===== config.mk =====
export PLATFORM = sky130hd
export DESIGN_NAME = asp_result_port
export DESIGN_NICKNAME = d
export VERILOG_FILES = /design/src/asp_pkg.sv /design/src/asp_edge.sv /design/src/asp_tick.sv /design/src/asp_result_port.sv
export VERILOG_INCLUDE_DIRS = /design/src
export SDC_FILE = /design/constraint.sdc
export NUM_CORES = 1
export LEC_CHECK = 0
export BUFFER_PORTS_ARGS = -buffer_cell sky130_fd_sc_hd__clkbuf_2
export CAP_MARGIN = 10
export CORE_ASPECT_RATIO = 1.5
export CORE_MARGIN = 10
export CORE_UTILIZATION = 40
export CTS_BUF_LIST = sky130_fd_sc_hd__clkbuf_4 sky130_fd_sc_hd__clkbuf_8
export CTS_CLUSTER_DIAMETER = 30
export DETAILED_ROUTE_END_ITERATION = 7
export PLACE_DENSITY = 0.64
export SLEW_MARGIN = 25
export SYNTH_ARGS = -nofsm -noshare
export SYNTH_HDL_FRONTEND = slang
export SYNTH_SLANG_ARGS = --single-unit

===== constraint.sdc =====
create_clock -name clk -period 3.6 [get_ports clk]
set_input_delay 0.36 -clock clk [delete_from_list [all_inputs] [get_ports clk]]
set_output_delay 0.36 -clock clk [all_outputs]
set_load 0.1 [all_outputs]

===== src/asp_defines.svh =====
// constants of the converter serial result port
`ifndef ASP_DEFINES_SVH
`define ASP_DEFINES_SVH

// ****************************************
// clock and timing
// ****************************************
`define ASP_CLK_KHZ 25000
`define ASP_CONV60_MS 133
`define ASP_CONV50_MS 160
`define ASP_CONV_CLKS 20480
`define ASP_ISCK_DIV 8

// ****************************************
// frame and reset values
// ****************************************
`define ASP_FRAME_BITS 32
`define ASP_BIT_LAST 6'h1f
`define ASP_MODE_RST 1'b1
`define ASP_EOC_BUSY 1'b1
`define ASP_EOC_READY 1'b0

`endif


===== src/asp_pkg.sv =====
// types of the converter serial result port
package asp_pkg;

    // ****************************************
    // port state machine
    // ****************************************
    typedef enum logic [2:0] {
        ASP_CONV = 3'b001,
        ASP_SLEEP = 3'b010,
        ASP_SHIFT = 3'b100
    } asp_state_t;

endpackage : asp_pkg


===== src/asp_edge.sv =====
// edge finder for a pin sampled on the system clock
`timescale 1ns/1ps
module asp_edge (
    input wire logic clk,
    input wire logic sys_rst,
    input wire logic ce,
    input wire logic rst_val,
    input wire logic din,
    output logic prev,
    output logic rise,
    output logic fall
);

    logic prev_q;

    always_ff @(posedge clk) begin
        if (sys_rst) begin
            prev_q <= rst_val;
        end else if (ce) begin
            prev_q <= din;
        end
    end

    assign prev = prev_q;
    // edges only count while the block is enabled
    assign rise = ce & din & ~prev_q;
    assign fall = ce & ~din & prev_q;

endmodule : asp_edge


===== src/asp_tick.sv =====
// half-period tick for the internally made serial clock
`timescale 1ns/1ps
module asp_tick #(
    parameter int HALF = 648
) (
    input wire logic clk,
    input wire logic sys_rst,
    input wire logic ce,
    input wire logic run,
    output logic tick
);

    logic [15:0] cnt_q;

    always_ff @(posedge clk) begin
        if (sys_rst) begin
            cnt_q <= 16'h0000;
        end else if (ce) begin
            if (!run || tick) begin
                cnt_q <= 16'h0000;
            end else begin
                cnt_q <= cnt_q + 16'h0001;
            end
        end
    end

    assign tick = ce & run & (cnt_q == 16'(HALF - 1));

endmodule : asp_tick


===== src/asp_result_port.sv =====
// serial result port of a delta-sigma converter
//
// Functional notes
// RL1 - each next data bit appears on the data pin at a serial clock fall
// RL2 - internal serial clock is the conversion clock divided by eight, driven out; the code derives it from CONV60_CYC for both rejection frequencies
// RL3 - clock source picked at power-up and each chip select fall; low means external
// RL4 - data pin driver off whenever chip select is high
// RL5 - chip select low while converting or asleep shows busy flag: high busy, low ready
// RL6 - finished conversion always enters sleep, whatever chip select does
// RL7 - sleep holds the result until a clock rise with chip select low starts output
// RL8 - chip select rise during output aborts it and starts a new conversion
// RL9 - frame is 32 bits; flag at first rise, last result bit at 32nd rise
// RL10 - external clock: 32nd fall starts conversion and drives the data pin high
// RL11 - host may cut the frame short by raising chip select
// RL12 - host samples data on clock rises since the port changes it on falls
// RL13 - chip select held low gives continuous conversion at the selected rate
// RL14 - host holds clock low before power-up ends to choose external clock
// RL15 - in two-wire use the result loads as the busy flag falls
// RL16 - two-wire: sleep until first rise, 32nd fall starts the next conversion
// RL17 - host may watch the falling busy flag as a ready interrupt
// RL18 - conversion time is a cycle counter; the core supplies the frame at the end
`timescale 1ns/1ps
`include "asp_defines.svh"
module asp_result_port #(
    parameter int CNT_W = 23,
    parameter int CONV60_CYC = `ASP_CONV60_MS * `ASP_CLK_KHZ,
    parameter int CONV50_CYC = `ASP_CONV50_MS * `ASP_CLK_KHZ,
    parameter int ISCK_HALF = (CONV60_CYC / `ASP_CONV_CLKS) * `ASP_ISCK_DIV / 2
) (
    input wire logic clk,
    input wire logic sys_rst,
    input wire logic ce,
    input wire logic cs_n,
    input wire logic sck_in,
    output logic sck_out,
    output logic sck_oe,
    output logic sdo_out,
    output logic sdo_oe,
    input wire logic rejection_freq_select,
    input wire logic [31:0] frame_data,
    output logic conv_start,
    output logic conv_done,
    output logic int_sck_mode
);

    // ****************************************
    // state
    // ****************************************
    asp_pkg::asp_state_t state_q;
    logic [CNT_W-1:0] cnt_q;
    logic [31:0] shift_q;
    logic [5:0] bits_q;
    logic int_mode_q;
    logic por_q;
    logic isck_q;
    logic armed_q;
    logic conv_start_q;
    logic conv_done_q;
    logic sdo_q;

    logic cs_prev;
    logic cs_rise;
    logic cs_fall;
    logic sck_prev;
    logic ext_rise;
    logic ext_fall;
    logic run;
    logic tick;
    logic i_rise;
    logic i_fall;
    logic sck_r;
    logic sck_f;
    logic restart;
    logic frame_end;

    // ****************************************
    // helpers
    // ****************************************
    // conversion length for the selected rejection frequency
    function automatic logic [CNT_W-1:0] conv_len(input logic sel);
        logic [CNT_W-1:0] len;
        len = sel ? CNT_W'(CONV50_CYC - 1) : CNT_W'(CONV60_CYC - 1);
        return len;
    endfunction : conv_len

    // last counted cycle of a conversion: result load and done strobe
    function automatic logic conv_last(input asp_pkg::asp_state_t st,
        input logic [CNT_W-1:0] cnt);
        logic last;
        last = (st == asp_pkg::ASP_CONV) && (cnt == '0);
        return last;
    endfunction : conv_last

    // states in which the serial clock is listened to
    function automatic logic link_on(input asp_pkg::asp_state_t st);
        logic on;
        on = (st == asp_pkg::ASP_SLEEP) || (st == asp_pkg::ASP_SHIFT);
        return on;
    endfunction : link_on

    // ****************************************
    // pin edges
    // ****************************************
    asp_edge u_cs_edge (
        .clk(clk),
        .sys_rst(sys_rst),
        .ce(ce),
        .rst_val(1'b1),
        .din(cs_n),
        .prev(cs_prev),
        .rise(cs_rise),
        .fall(cs_fall)
    );

    asp_edge u_sck_edge (
        .clk(clk),
        .sys_rst(sys_rst),
        .ce(ce),
        .rst_val(1'b1),
        .din(sck_in),
        .prev(sck_prev),
        .rise(ext_rise),
        .fall(ext_fall)
    );

    // ****************************************
    // clock source selection
    // ****************************************
    // the mode is caught on the first enabled cycle after reset, never under reset
    always_ff @(posedge clk) begin
        if (sys_rst) begin
            por_q <= 1'b0;
            int_mode_q <= `ASP_MODE_RST;
        end else if (ce) begin
            if (!por_q) begin
                por_q <= 1'b1;
                int_mode_q <= sck_in; // RL3
            end else if (cs_fall) begin
                // sampled level from before our own driver could turn on
                int_mode_q <= sck_prev; // RL3
            end
        end
    end

    // ****************************************
    // internal serial clock
    // ****************************************
    assign run = int_mode_q & ~cs_n & link_on(state_q);

    asp_tick #(
        .HALF(ISCK_HALF)
    ) u_tick (
        .clk(clk),
        .sys_rst(sys_rst),
        .ce(ce),
        .run(run & armed_q),
        .tick(tick)
    );

    // clock idles high; pulled low on entering the ready check
    always_ff @(posedge clk) begin
        if (sys_rst) begin
            isck_q <= 1'b1;
            armed_q <= 1'b0;
        end else if (ce) begin
            if (!run) begin
                isck_q <= 1'b1;
                armed_q <= 1'b0;
            end else if (!armed_q) begin
                isck_q <= 1'b0;
                armed_q <= 1'b1;
            end else if (tick) begin
                isck_q <= ~isck_q; // RL2
            end
        end
    end

    assign i_rise = run & armed_q & tick & ~isck_q;
    assign i_fall = run & armed_q & tick & isck_q;

    // ****************************************
    // unified clock events
    // ****************************************
    // outside chip select low the external clock is ignored
    assign sck_r = int_mode_q ? i_rise : (ext_rise & ~cs_n);
    assign sck_f = int_mode_q ? i_fall : (ext_fall & ~cs_n);

    // internal mode ends on the 32nd rise, external on the 32nd fall
    assign frame_end = (bits_q == `ASP_BIT_LAST)
        & (int_mode_q ? sck_r : sck_f); // RL9 RL10 RL16

    assign restart = (state_q == asp_pkg::ASP_SHIFT)
        & (cs_rise | frame_end); // RL8

    // ****************************************
    // conversion and output sequence
    // ****************************************
    always_ff @(posedge clk) begin
        if (sys_rst) begin
            state_q <= asp_pkg::ASP_CONV;
            cnt_q <= CNT_W'(CONV60_CYC - 1);
            bits_q <= 6'h00;
        end else if (ce) begin
            case (state_q)
                asp_pkg::ASP_CONV: begin
                    if (cnt_q == '0) begin
                        state_q <= asp_pkg::ASP_SLEEP; // RL6
                    end else begin
                        cnt_q <= cnt_q - CNT_W'(1); // RL18
                    end
                end
                asp_pkg::ASP_SLEEP: begin
                    if (sck_r) begin
                        state_q <= asp_pkg::ASP_SHIFT; // RL7
                        bits_q <= 6'h00;
                    end
                end
                asp_pkg::ASP_SHIFT: begin
                    if (restart) begin
                        // frame end or chip select rise; back to back frames while chip select stays low
                        state_q <= asp_pkg::ASP_CONV; // RL13
                        cnt_q <= conv_len(rejection_freq_select);
                    end else if (sck_f) begin
                        bits_q <= bits_q + 6'h01;
                    end
                end
                default: begin
                    state_q <= asp_pkg::ASP_CONV;
                    cnt_q <= conv_len(rejection_freq_select);
                end
            endcase
        end
    end

    // ****************************************
    // result shift register
    // ****************************************
    // static while asleep, so output may wait forever
    always_ff @(posedge clk) begin
        if (sys_rst) begin
            shift_q <= 32'h0000_0000;
        end else if (ce) begin
            if (conv_last(state_q, cnt_q)) begin
                shift_q <= frame_data; // RL15 RL18
            end else if (state_q == asp_pkg::ASP_SHIFT && sck_f && !restart) begin
                shift_q <= {shift_q[30:0], 1'b0}; // RL1
            end
        end
    end

    // ****************************************
    // core strobes
    // ****************************************
    always_ff @(posedge clk) begin
        if (sys_rst) begin
            conv_start_q <= 1'b0;
            conv_done_q <= 1'b0;
        end else if (ce) begin
            conv_start_q <= restart;
            conv_done_q <= conv_last(state_q, cnt_q);
        end else begin
            conv_start_q <= 1'b0;
            conv_done_q <= 1'b0;
        end
    end

    // ****************************************
    // pins
    // ****************************************
    // the clock pin is only driven while selected and chip select is low
    assign sck_out = isck_q; // RL2
    assign sck_oe = int_mode_q & ~cs_n;

    assign sdo_oe = ~cs_n; // RL4
    // registered so the pin never glitches as state and shift word change together
    always_ff @(posedge clk) begin
        if (sys_rst) begin
            sdo_q <= `ASP_EOC_BUSY;
        end else if (ce) begin
            if (restart) begin
                // a cut frame loses the rest of its result
                sdo_q <= `ASP_EOC_BUSY; // RL8 RL10 RL16
            end else if (conv_last(state_q, cnt_q)) begin
                sdo_q <= `ASP_EOC_READY; // RL5 RL6
            end else if (!link_on(state_q)) begin
                sdo_q <= `ASP_EOC_BUSY; // RL5
            end else if (state_q == asp_pkg::ASP_SLEEP && sck_r) begin
                // bit 31 is expected to carry the ready flag
                sdo_q <= shift_q[31]; // RL7 RL9
            end else if (state_q == asp_pkg::ASP_SHIFT && sck_f) begin
                sdo_q <= shift_q[30]; // RL1
            end
        end
    end

    assign sdo_out = sdo_q;

    assign conv_start = conv_start_q;
    assign conv_done = conv_done_q;
    assign int_sck_mode = int_mode_q;

endmodule : asp_result_port


Yosys cells after proc, flatten, opt, wreduce, memory -nomap -nowiden
Index checks and enable logic that the tools add are counted.
{"block": "word_totals", "reg_bits": 89, "input_bits": 38, "out_inout_bits": 7}
{"block": "op_classes", "add_sub_neg": 3, "eq_ne": 14, "n_mux": 29, "n_bitwise": 28, "reduce_logical": 19}
{"operator": "$pmux 23 s3", "count": 1}
{"operator": "$mux 32", "count": 2}
{"operator": "$mux 23", "count": 2}
{"operator": "$logic_not 23->1", "count": 1}
{"operator": "$sub 23x1->23 const B", "count": 1}
{"operator": "$and 1x1->1", "count": 20}
{"operator": "$mux 20", "count": 1}
{"operator": "$mux 6", "count": 3}
{"operator": "$add 16x1->16 const B", "count": 1}
{"operator": "$eq 16x10->1 const B", "count": 1}
{"operator": "$mux 16", "count": 1}
{"operator": "$mux 1", "count": 14}
{"operator": "$ne 2x2->1 const B", "count": 6}
{"operator": "$pmux 6 s2", "count": 1}
{"operator": "$mux 3", "count": 3}
{"operator": "$pmux 3 s3", "count": 1}
{"operator": "$reduce_and 2->1", "count": 4}
{"operator": "$reduce_and 4->1", "count": 2}
{"operator": "$not 1->1", "count": 7}
{"operator": "$add 6x1->6 const B", "count": 1}
{"operator": "$eq 6x5->1 const B", "count": 1}
{"operator": "$ne 5x3->1 const B", "count": 1}
{"operator": "$reduce_and 5->1", "count": 1}
{"operator": "$logic_and 1x1->1", "count": 4}
{"operator": "10 further kinds", "count": 13}

Depth between registers and ports, before layout
Gate-level depths: netlist of run 1.
{"block": "logic_depth", "word_depth": 17, "depth_mapped": 10, "mapped_depth_nobuf": 8}

Modules after synthesis
Synthesis of run 1 repeated with hierarchy kept, for this count alone.
{"block": "hier_totals", "hier_cells": 572, "area_unflattened_um2": 4647.0}
{"mod": "asp_result_port", "instances": 1, "cells_each": 476, "area_per_inst_um2": 3701.0, "seq_area_each_um2": 1421.4}
{"mod": "asp_tick", "instances": 1, "cells_each": 86, "area_per_inst_um2": 808.3, "seq_area_each_um2": 320.3}
{"mod": "asp_edge", "instances": 2, "cells_each": 5, "area_per_inst_um2": 68.8, "seq_area_each_um2": 30.0}

Least setup slack after synthesis of run 1
Ideal clock, no wire load.
{"block": "synth_path", "path_type": "reg-to-reg", "start": "register int_mode_q, in the netlist int_sck_mode", "end": "register isck_q, in the netlist sck_out", "setup_ns": 0.122, "arrival_time_ns": 3.128, "setup_slack_ns": 0.349, "stages_incl_launch_ff": 4, "n_path_buf": 0, "synth_period_minus_slack_ns": 3.251, "path_cell_list": "dfxtp_1 -> nor2b_1 -> o21ai_0 -> o32a_1"}
{"block": "synth_via", "elab_chain_len": 7, "word_cells_on_any_way": 8, "classes_between": "eq/ne: 1; mux: 1; bitwise: 5; reduce/logical: 1"}
{"element": "start: declaration", "line_no": "asp_result_port.sv:53", "rtl": "logic int_mode_q;"}
{"element": "start signal: assignment", "line_no": "asp_result_port.sv:133", "rtl": "int_mode_q <= `ASP_MODE_RST;"}
{"element": "start signal: assignment", "line_no": "asp_result_port.sv:137", "rtl": "int_mode_q <= sck_in;"}
{"element": "start signal: assignment", "line_no": "asp_result_port.sv:140", "rtl": "int_mode_q <= sck_prev;"}
{"element": "$and 1x1->1 *"}
{"element": "via sck_oe", "line_no": "asp_result_port.sv:36", "rtl": "output logic sck_oe,"}
{"element": "$and 1x1->1 *", "line_no": "asp_result_port.sv:148", "rtl": "assign run = int_mode_q & ~cs_n & link_on(state_q);"}
{"element": "$and 1x1->1", "line_no": "asp_result_port.sv:156", "rtl": ".run(run & armed_q),"}
{"element": "$and 1x1->1 (2 in series)", "line_no": "asp_tick.sv:27", "rtl": "assign tick = ce & run & (cnt_q == 16'(HALF - 1));"}
{"element": "$ne 3x2->1 (no source line)"}
{"element": "$reduce_and 2->1 (no source line)"}
{"element": "end signal: assignment", "line_no": "asp_result_port.sv:173", "rtl": "isck_q <= ~isck_q;"}
{"element": "end: declaration", "line_no": "asp_result_port.sv:55", "rtl": "logic isck_q;"}
The timed path passes the listed nets; every way through them passes the cells marked *.
A chain may end at the register's enable or synchronous reset.

Worst setup path after layout of run 1
{"block": "layout_path", "start": "register cnt_q[0]", "end": "register shift_q[23]"}
{"block": "layout_via", "elab_chain_len": 4, "word_cells_on_any_way": 5, "classes_between": "mux: 1; reduce/logical: 4"}
{"element": "start: declaration", "line_no": "asp_result_port.sv:50", "rtl": "logic [CNT_W-1:0] cnt_q;"}
{"element": "start signal: assignment", "line_no": "asp_result_port.sv:201", "rtl": "cnt_q <= CNT_W'(CONV60_CYC - 1);"}
{"element": "start signal: assignment", "line_no": "asp_result_port.sv:209", "rtl": "cnt_q <= cnt_q - CNT_W'(1);"}
{"element": "start signal: assignment", "line_no": "asp_result_port.sv:222", "rtl": "cnt_q <= conv_len(rejection_freq_select);"}
{"element": "$logic_not 23->1 *", "line_no": "asp_result_port.sv:90", "rtl": "last = (st == asp_pkg::ASP_CONV) && (cnt == '0);"}
{"element": "$logic_and 1x1->1 *", "line_no": "asp_result_port.sv:90"}
{"element": "$reduce_bool 2->1 (no source line)"}
{"element": "$reduce_and 2->1 (no source line)"}
{"element": "end signal: assignment", "line_no": "asp_result_port.sv:244", "rtl": "shift_q <= frame_data;"}
{"element": "end signal: assignment", "line_no": "asp_result_port.sv:246", "rtl": "shift_q <= {shift_q[30:0], 1'b0};"}
{"element": "end: declaration", "line_no": "asp_result_port.sv:51", "rtl": "logic [31:0] shift_q;"}
Mark *: on every way between the ends. The rest lies on a longest branch, timed or not.

==> results of run 1 <==
==> power by group through the flow <==
stage	combinational (W)	clock (W)	sequential, W
final	0.000717	0.000787	0.00117
after global routing	0.000792	0.000848	0.00118
after global placement	0.000692	0	0.00119
after floorplan	0.000547	0	0.00117
after detailed placement	0.000704	0	0.00119
after CTS	0.000709	0.000804	0.00117
==> metal layers <==
metal  global-route usage [%]  up-vias  share of wire, %
met5                        0        -                 0
met4                     6.24        0               3.1
met3                     3.49       24               4.6
met2                     25.7       92                52
met1                     15.9     2004                40
li1                         -     2084                 -
==> placed cells by master (no fill, tap or decap), drive strengths merged, types with 4 or more instances in the layout <==
| master | netlist | routed |
|---|---|---|
| dfxtp | 89 | 89 |
| clkbuf | 22 | 55 |
| o21ai | 50 | 50 |
| nor2 | 43 | 43 |
| mux2i | 34 | 34 |
| nand2 | 31 | 31 |
| o311a | 30 | 30 |
| nand3 | 27 | 27 |
| a21oi | 18 | 18 |
| o31ai | 14 | 14 |
| inv | 11 | 12 |
| xor2 | 12 | 12 |
| buf | 18 | 11 |
| nor3 | 11 | 11 |
| nand4 | 9 | 9 |
| nor4 | 9 | 9 |
| o211ai | 8 | 8 |
| xnor2 | 7 | 7 |
| or4 | 6 | 6 |
| nor2b | 5 | 5 |
| nand3b | 5 | 5 |
| and3 | 5 | 5 |
| or3 | 5 | 5 |
| nand4b | 4 | 4 |
| o211a | 4 | 4 |
| nand2b | 4 | 4 |
| o41ai | 4 | 4 |
| nor4b | 4 | 4 |
| nor3b | 4 | 4 |
| or2 | 4 | 4 |
==> worst max path at each step <==
stage | end | from | slack [ns]
after global routing | shift_q[23] | cnt_q[0] | 0.50
after CTS | shift_q[23] | cnt_q[0] | 0.77
final | shift_q[23] | cnt_q[0] | 0.78
after floorplan | sck_out | int_sck_mode | 0.35
after global placement | shift_q[23] | cnt_q[0] | 0.85
after detailed placement | shift_q[23] | cnt_q[0] | 0.81
==> final cells by class <==
| type | count | area (sq um) |
|---|---|---|
| Fill cell | 1114 | 6310 |
| Timing Repair Buffer | 55 | 303 |
| Tap cell | 150 | 188 |
| Sequential cell | 89 | 1780 |
| Clock inverter | 4 | 76.3 |
| Inverter | 11 | 41.3 |
| Clock buffer | 11 | 145 |
| Multi-Input combinational cell | 394 | 2740 |
==> metrics by stage <==
step | instance area (sq um) | utilization, % | total power, W
after floorplan | 4750 | - | 0.00172
after global placement | 5060 | 43.6 | 0.00188
after detailed placement | 5060 | 43.6 | 0.00190
after CTS | 5280 | 45.5 | 0.00268
after global routing | 5280 | 45.5 | 0.00282
final | 5280 | 45.5 | 0.00268
==> cell families (layout without fill, tap and decap cells) <==
| kind of cell | count (synthesis) | count (layout) |
|---|---|---|
| muxes | 36 | 36 |
| DFF | 89 | 89 |
| buffers and inverters | 51 | 81 |
| adders and majority gates | 3 | 3 |
| AOI/OAI and AO/OA | 156 | 156 |
| and+or+nand+nor | 180 | 180 |
| xor gates and xnor gates | 19 | 19 |
==> flip-flops by register name, summed over array words and instances (netlist names), 3 cells and up <==
name and cells:
shift_q 32, state_q 3, bits_q 6, cnt_q 23, u_tick.cnt_q 16
==> key figures, run 1 <==
Synthesis
  • Post-synth ARST share: 0%
  • Yosys cell types: 67
  • Post-Syn Nets: 575
  • Syn avg cell area: 8.89 sq um
  • Ys flop type: dfxtp_1
  • Largest family of logic cells by synthesized area: compound AO/OA/AOI/OAI gates
  • Synthesized netlist cell count: 534
  • Flops & latches, synth: 89
  • Sequential share of the synthesized area: a little under two fifths
  • Compound-gate portion of the synthesized area: a little under a quarter
  • Synth top cells by count: dfxtp_1 (89), nor2_1 (40), mux2i_1 (34)
  • Synth Area in Simple Gates: 21.6%
  • Xor-xnor portion of the synthesized cell area: 3.66%
  • Yosys top cell by area: dfxtp_1
  • Syn. warnings: 0
  • Post-Syn Area: ~4700 sq um
  • Area contributors post-synth: dfxtp_1 (38%), mux2i_1 (7.2%), o311a_1 (6.3%), o21ai_0 (3.3%), nor2_1 (3.2%)
  • Post-synth EDFFs: 0
  • Yosys top cell area share: 37.5%
  • Adder-cell share of the synthesized area: 0.791%
  • Post-synthesis mux area share: under 10%
  • Most frequent cell after synthesis: dfxtp_1

Detailed routing
  • Post-route ant nets: 0
  • Final WL: 12100 um
  • Detailed Routing Iterations Pass 1: 4
  • Avg WL per Cell: between 15 and 20 um
  • Vias per cell: 5.89
  • DR vias: 4204
  • 1st-iter DRT viols: 342
  • Post-route DRC: 0

STA
  • Min Hold Slack: between 0.2 and 0.25 ns
  • Number of hold violations in the final report: 0
  • Setup violators final: 0
  • Fmax: 0.355 GHz
  • Fin Setup TNS: 0 ns
  • Slew @ Worst Pin: 0.776 ns
  • Max_slew headroom: 48.2%
  • Slew Viols, Final: 0
  • Unrepaired setup endpoints after global routing: false
  • Crit share post-route: about 78%
  • Final WS setup: 0.781 ns
  • Final Skew: roughly 0.012 ns
  • Final min period: 2.82 ns

Layout
  • Ant diodes: 0
  • Syn-to-layout area delta: 11.1%
  • Fin cells: 714
  • Layout Nets: 601
  • Share of layout cells above drive strength 1: 16.0%

Place
  • DP HPWL: 8510 um
  • I/O Buffers: 44
  • Dpl ws: 0.814 ns
  • Routability cong.: 0.900
  • Inst Count DP: 699

Min path
  • Worst hold start: frame_data[0]
  • Hold Path Sink: shift_q[0]
  • Hold path cells: 2
  • Worst min-delay path class: in -> reg

Worst setup path
  • WP data required: 3.86 ns
  • R2R Path Start: cnt_q[0]
  • Kind of end point of the critical path: flip-flop
  • Max stage delay cell, worst path: and2_2
  • Crit path largest cell delay: 0.62 ns
  • Crit path DAT: 3.07 ns
  • Delay-heaviest family, CP: simple AND/OR/NAND/NOR gates
  • Worst reg-to-reg setup slack: 0.78 ns
  • Crit Path Category: reg -> reg
  • Worst R2R End: shift_q[23]
  • Levels on crit path: 9
  • Buf/Inv on CP: 2
  • CP Max Fanout: 41
  • Startpoint Class: flip-flop
  • CP cell instances: inv_1, ha_1, nor4b_1, nand4_2, nor2_4, and2_2, buf_4, o21ai_0, o311a_1
  • R2r worst-path depth: 9

Power
  • Internal: 0.00174 W
  • Comb pwr share: 26.8%
  • Flop pwr share: 43.8%
  • Max VDD drop: 0.263 mV
  • Pleak: just under 2 nW
  • Clock Power Share: 29.4%
  • Switching pwr: 0.000940 W
  • Switching share of power: a little over a third
  • PwrDens: 507 nW/um^2

Floorplan
  • Die H: 153 um
  • Die ar.: 16700 sq um
  • Top Ports: 45
  • Initial Utilization: 41.0%
  • Die width: 109 um
  • Core Box Area: around 12000 sq um
  • Num rows: 48

Flow run
  • Max Cap Viol: 0

Global route
  • Initial antenna violation count: 0
  • Vias in the first global route: 4184
  • First-pass GRT wire length: 20200 um
  • Largest net degree at the start of global routing: 63
  • All-Layer GR Usage: 14.6%
  • GRT overflow: 0

Clocking
  • Clock Tree Root: clkbuf_8
  • CTS resizes: 0
  • Num CTS Buffers: 9
  • Max Buffers Root-to-Sink: 2
  • Sink Count: about 90
  • H-tree depth: 3
  • CTS tree: built
  • CTS Hold Bufs: 0
  • Clock latency on the worst-skew pair: roughly 0.37 ns
  • Worst-path clk slew: roughly 0.090 ns
  • Post-CTS setup buffer count: 0

Outcome
  • Outcome: completed
No activity file was read; power rests on OpenSTA's default activity.
==> run 2: changes to the inputs <==
Settings changed: PLACE_DENSITY 0.64 to 0.66.
Clock period 3.6 ns to 2.55 ns, I/O delays scaled along.
==> run 2 against run 1 <==
Net effect: setup slack got worse by 0.59 ns; global-route usage rose by 0.26 points; cell count rose by 2.1%; hold slack got worse by 0.11 ns; largest cell class unchanged; non-clock buffer count rose by 15; sequential share of layout area fell by 1.1 points; clock skew rose by 0.0013 ns; clock power rose by 39%.
==> key figures, run 2 (same netlist as run 1, synthesis figures left out) <==
STA
  • Fin Setup TNS: 0 ns (unchanged)
  • Setup violators final: 0 (unchanged)
  • Unrepaired setup endpoints after global routing: false
  • Max_slew headroom: 62.8% (+15 points)
  • Final Skew: 0.0136 ns (+0.00132 ns)
  • Crit share post-route: 92.3% (+14 points)
  • Fmax: 0.425 GHz (+20%)
  • Slew @ Worst Pin: 0.556 ns (-0.220 ns)
  • Min Hold Slack: 0.0924 ns (-0.110 ns)
  • Slew Viols, Final: 0 (unchanged)
  • Final min period: 2.35 ns (-0.464 ns)
  • Number of hold violations in the final report: 0 (unchanged)

Layout
  • Total area of sequential cells: 1780 sq um (about the same)
  • Most common cell after layout, fill and taps aside: dfxtp_1
  • Layout Nets: 616 (+2.5%)
  • Syn-to-layout area delta: 14.9%
  • Fin cells: 729 (+2.1%)
  • Share of layout cells above drive strength 1: 18.5% (+2.5 points)
  • Most frequent cells in the layout: dfxtp_1 (88), clkbuf_2 (44), nor2_1 (40)
  • Area of the multi-input gates: 2750 sq um (+0.27%)
  • Largest regs: shift_q x32, cnt_q x23, u_tick.cnt_q x16
  • Fillers: 1095 (-1.7%)
  • Biggest register: shift_q
  • Max reg flops: 32 (unchanged)
  • Ant diodes: 0 (unchanged)

Global route
  • First-pass GRT wire length: 20400 um (+1.3%)
  • Largest net degree at the start of global routing: 43 (-32%)
  • Vias in the first global route: 4348 (+3.9%)
  • Initial antenna violation count: 0 (unchanged)
  • All-Layer GR Usage: 14.8% (+0.26 points)
  • GRT overflow: 0 (unchanged)

Worst setup path
  • Kind of end point of the critical path: flip-flop
  • Crit Path Category: reg -> reg
  • R2r worst-path depth: 7 (-2)
  • CP Max Fanout: 5 (-88%)
  • Crit path DAT: 2.62 ns (-0.45 ns)
  • WP data required: 2.81 ns (-1.05 ns)
  • Startpoint Class: flip-flop

Detailed routing
  • Detailed Routing Iterations Pass 1: 4 (unchanged)
  • DR vias: 4378 (+4.1%)
  • Avg WL per Cell: 16.9 um (about the same)
  • 1st-iter DRT viols: 366 (+7.0%)
  • WL met2: 6290 um (unchanged)
  • Vias per cell: 6.01 (+2.0%)
  • Top Metal Used: met4
  • Post-route DRC: 0 (unchanged)
  • Final WL: 12300 um (+2.0%)
  • Met3 wire len: 599 um (+7.2%)
  • WL met1: 5010 um (+3.6%)
  • Post-route ant nets: 0 (unchanged)

Clocking
  • Worst-path clk slew: 0.09 ns (about the same)
  • CTS Hold Bufs: 0 (unchanged)
  • Clock latency on the worst-skew pair: 0.37 ns (about the same)
  • Post-CTS setup buffer count: 0 (unchanged)
  • Clock Tree Root: clkbuf_8
  • Max Buffers Root-to-Sink: 2 (unchanged)
  • Num CTS Buffers: 9 (unchanged)
  • Sink Count: 89 (unchanged)
  • CTS tree: built
  • CTS resizes: 0 (unchanged)
  • H-tree depth: 3 (unchanged)

Floorplan
  • Num rows: 48 (unchanged)
  • Top Ports: 45 (unchanged)
  • Core Box Area: 11600 sq um (unchanged)
  • Die ar.: 16700 sq um (unchanged)
  • Die width: 109 um (unchanged)
  • Initial Utilization: 41.0% (unchanged)
  • Die H: 153 um (unchanged)

Outcome
  • Outcome: completed

Min path
  • Hold path cells: 2 (unchanged)
  • Worst min-delay path class: in -> reg

Power
  • PwrDens: 709 nW/um^2 (+40%)
  • Flop pwr share: 42.8% (-1.0 points)
  • Max VDD drop: 0.372 mV (+42%)
  • Clock Power Share: 28.3% (-1.1 points)
  • Comb pwr share: 28.9% (+2.1 points)
  • Switching pwr: 0.00137 W (+46%)
  • Pleak: 2.04 nW (+5.0%)
  • Internal: 0.00250 W (+44%)
  • Switching share of power: 35.4% (+0.31 points)

Place
  • I/O Buffers: 44 (unchanged)
  • Inst Count DP: 714 (+2.1%)
  • DP HPWL: 8750 um (+2.8%)
  • Routability cong.: 0.906 (+0.69%)

Flow run
  • Max Cap Viol: 0 (unchanged)
==> run 2: worst paths after layout <==
path | start | end | slack [ns]
hold reg to reg | bits_q[5] | bits_q[5] | 0.49
hold / removal | frame_data[0] | shift_q[0] | 0.09
setup / recovery | u_tick.cnt_q[0] | state_q[1] | 0.20
setup reg to reg | u_tick.cnt_q[0] | state_q[1] | 0.20
==> run 2: cell type report <==
class	count	area share [%]
multi-input cells	394	50.4
inverters	11	0.757
repair buffers	70	8.76
well taps	150	3.44
clock buffers	11	2.55
clock inverters	4	1.42
flip-flops and latches	89	32.7
==> run 2: per-layer routing <==
layer	up-vias	track usage (%)
met2	115	25.2
met1	2126	16.4
met3	27	4.04
li1	2110	-
met5	-	0
met4	0	7.25
==> run 2: power groups by stage <==
stage               sequential (W)  combinational, W  clock [W]
finish                     0.00166           0.00112    0.00109
detailed placement         0.00169           0.00110          0
floorplan                  0.00166          0.000775          0
global route               0.00167           0.00123    0.00118
global placement           0.00167           0.00107          0
CTS                        0.00165           0.00110    0.00112
==> run 2: critical path, stage by stage, from the launching register on <==
cell	delay (ns)
dfxtp_1	0.38
ha_1	0.18
and3_1	0.26
nand4_2	0.21
nor2_1	0.29
o21ai_1	0.16
or3b_1	0.44
mux2_1	0.32
==> run 2: per-stage QoR <==
step / worst slack, ns / utilization [%] / instance area (sq um) / power, W
finish: 0.195 / 47.1 / 5460 / 0.00387
global route: 0.00941 / 47.1 / 5460 / 0.00408
CTS: 0.210 / 47.1 / 5460 / 0.00387
detailed placement: 0.221 / 45.2 / 5240 / 0.00278
global placement: 0.295 / 45.2 / 5240 / 0.00274
floorplan: 0.214 / - / 4760 / 0.00243
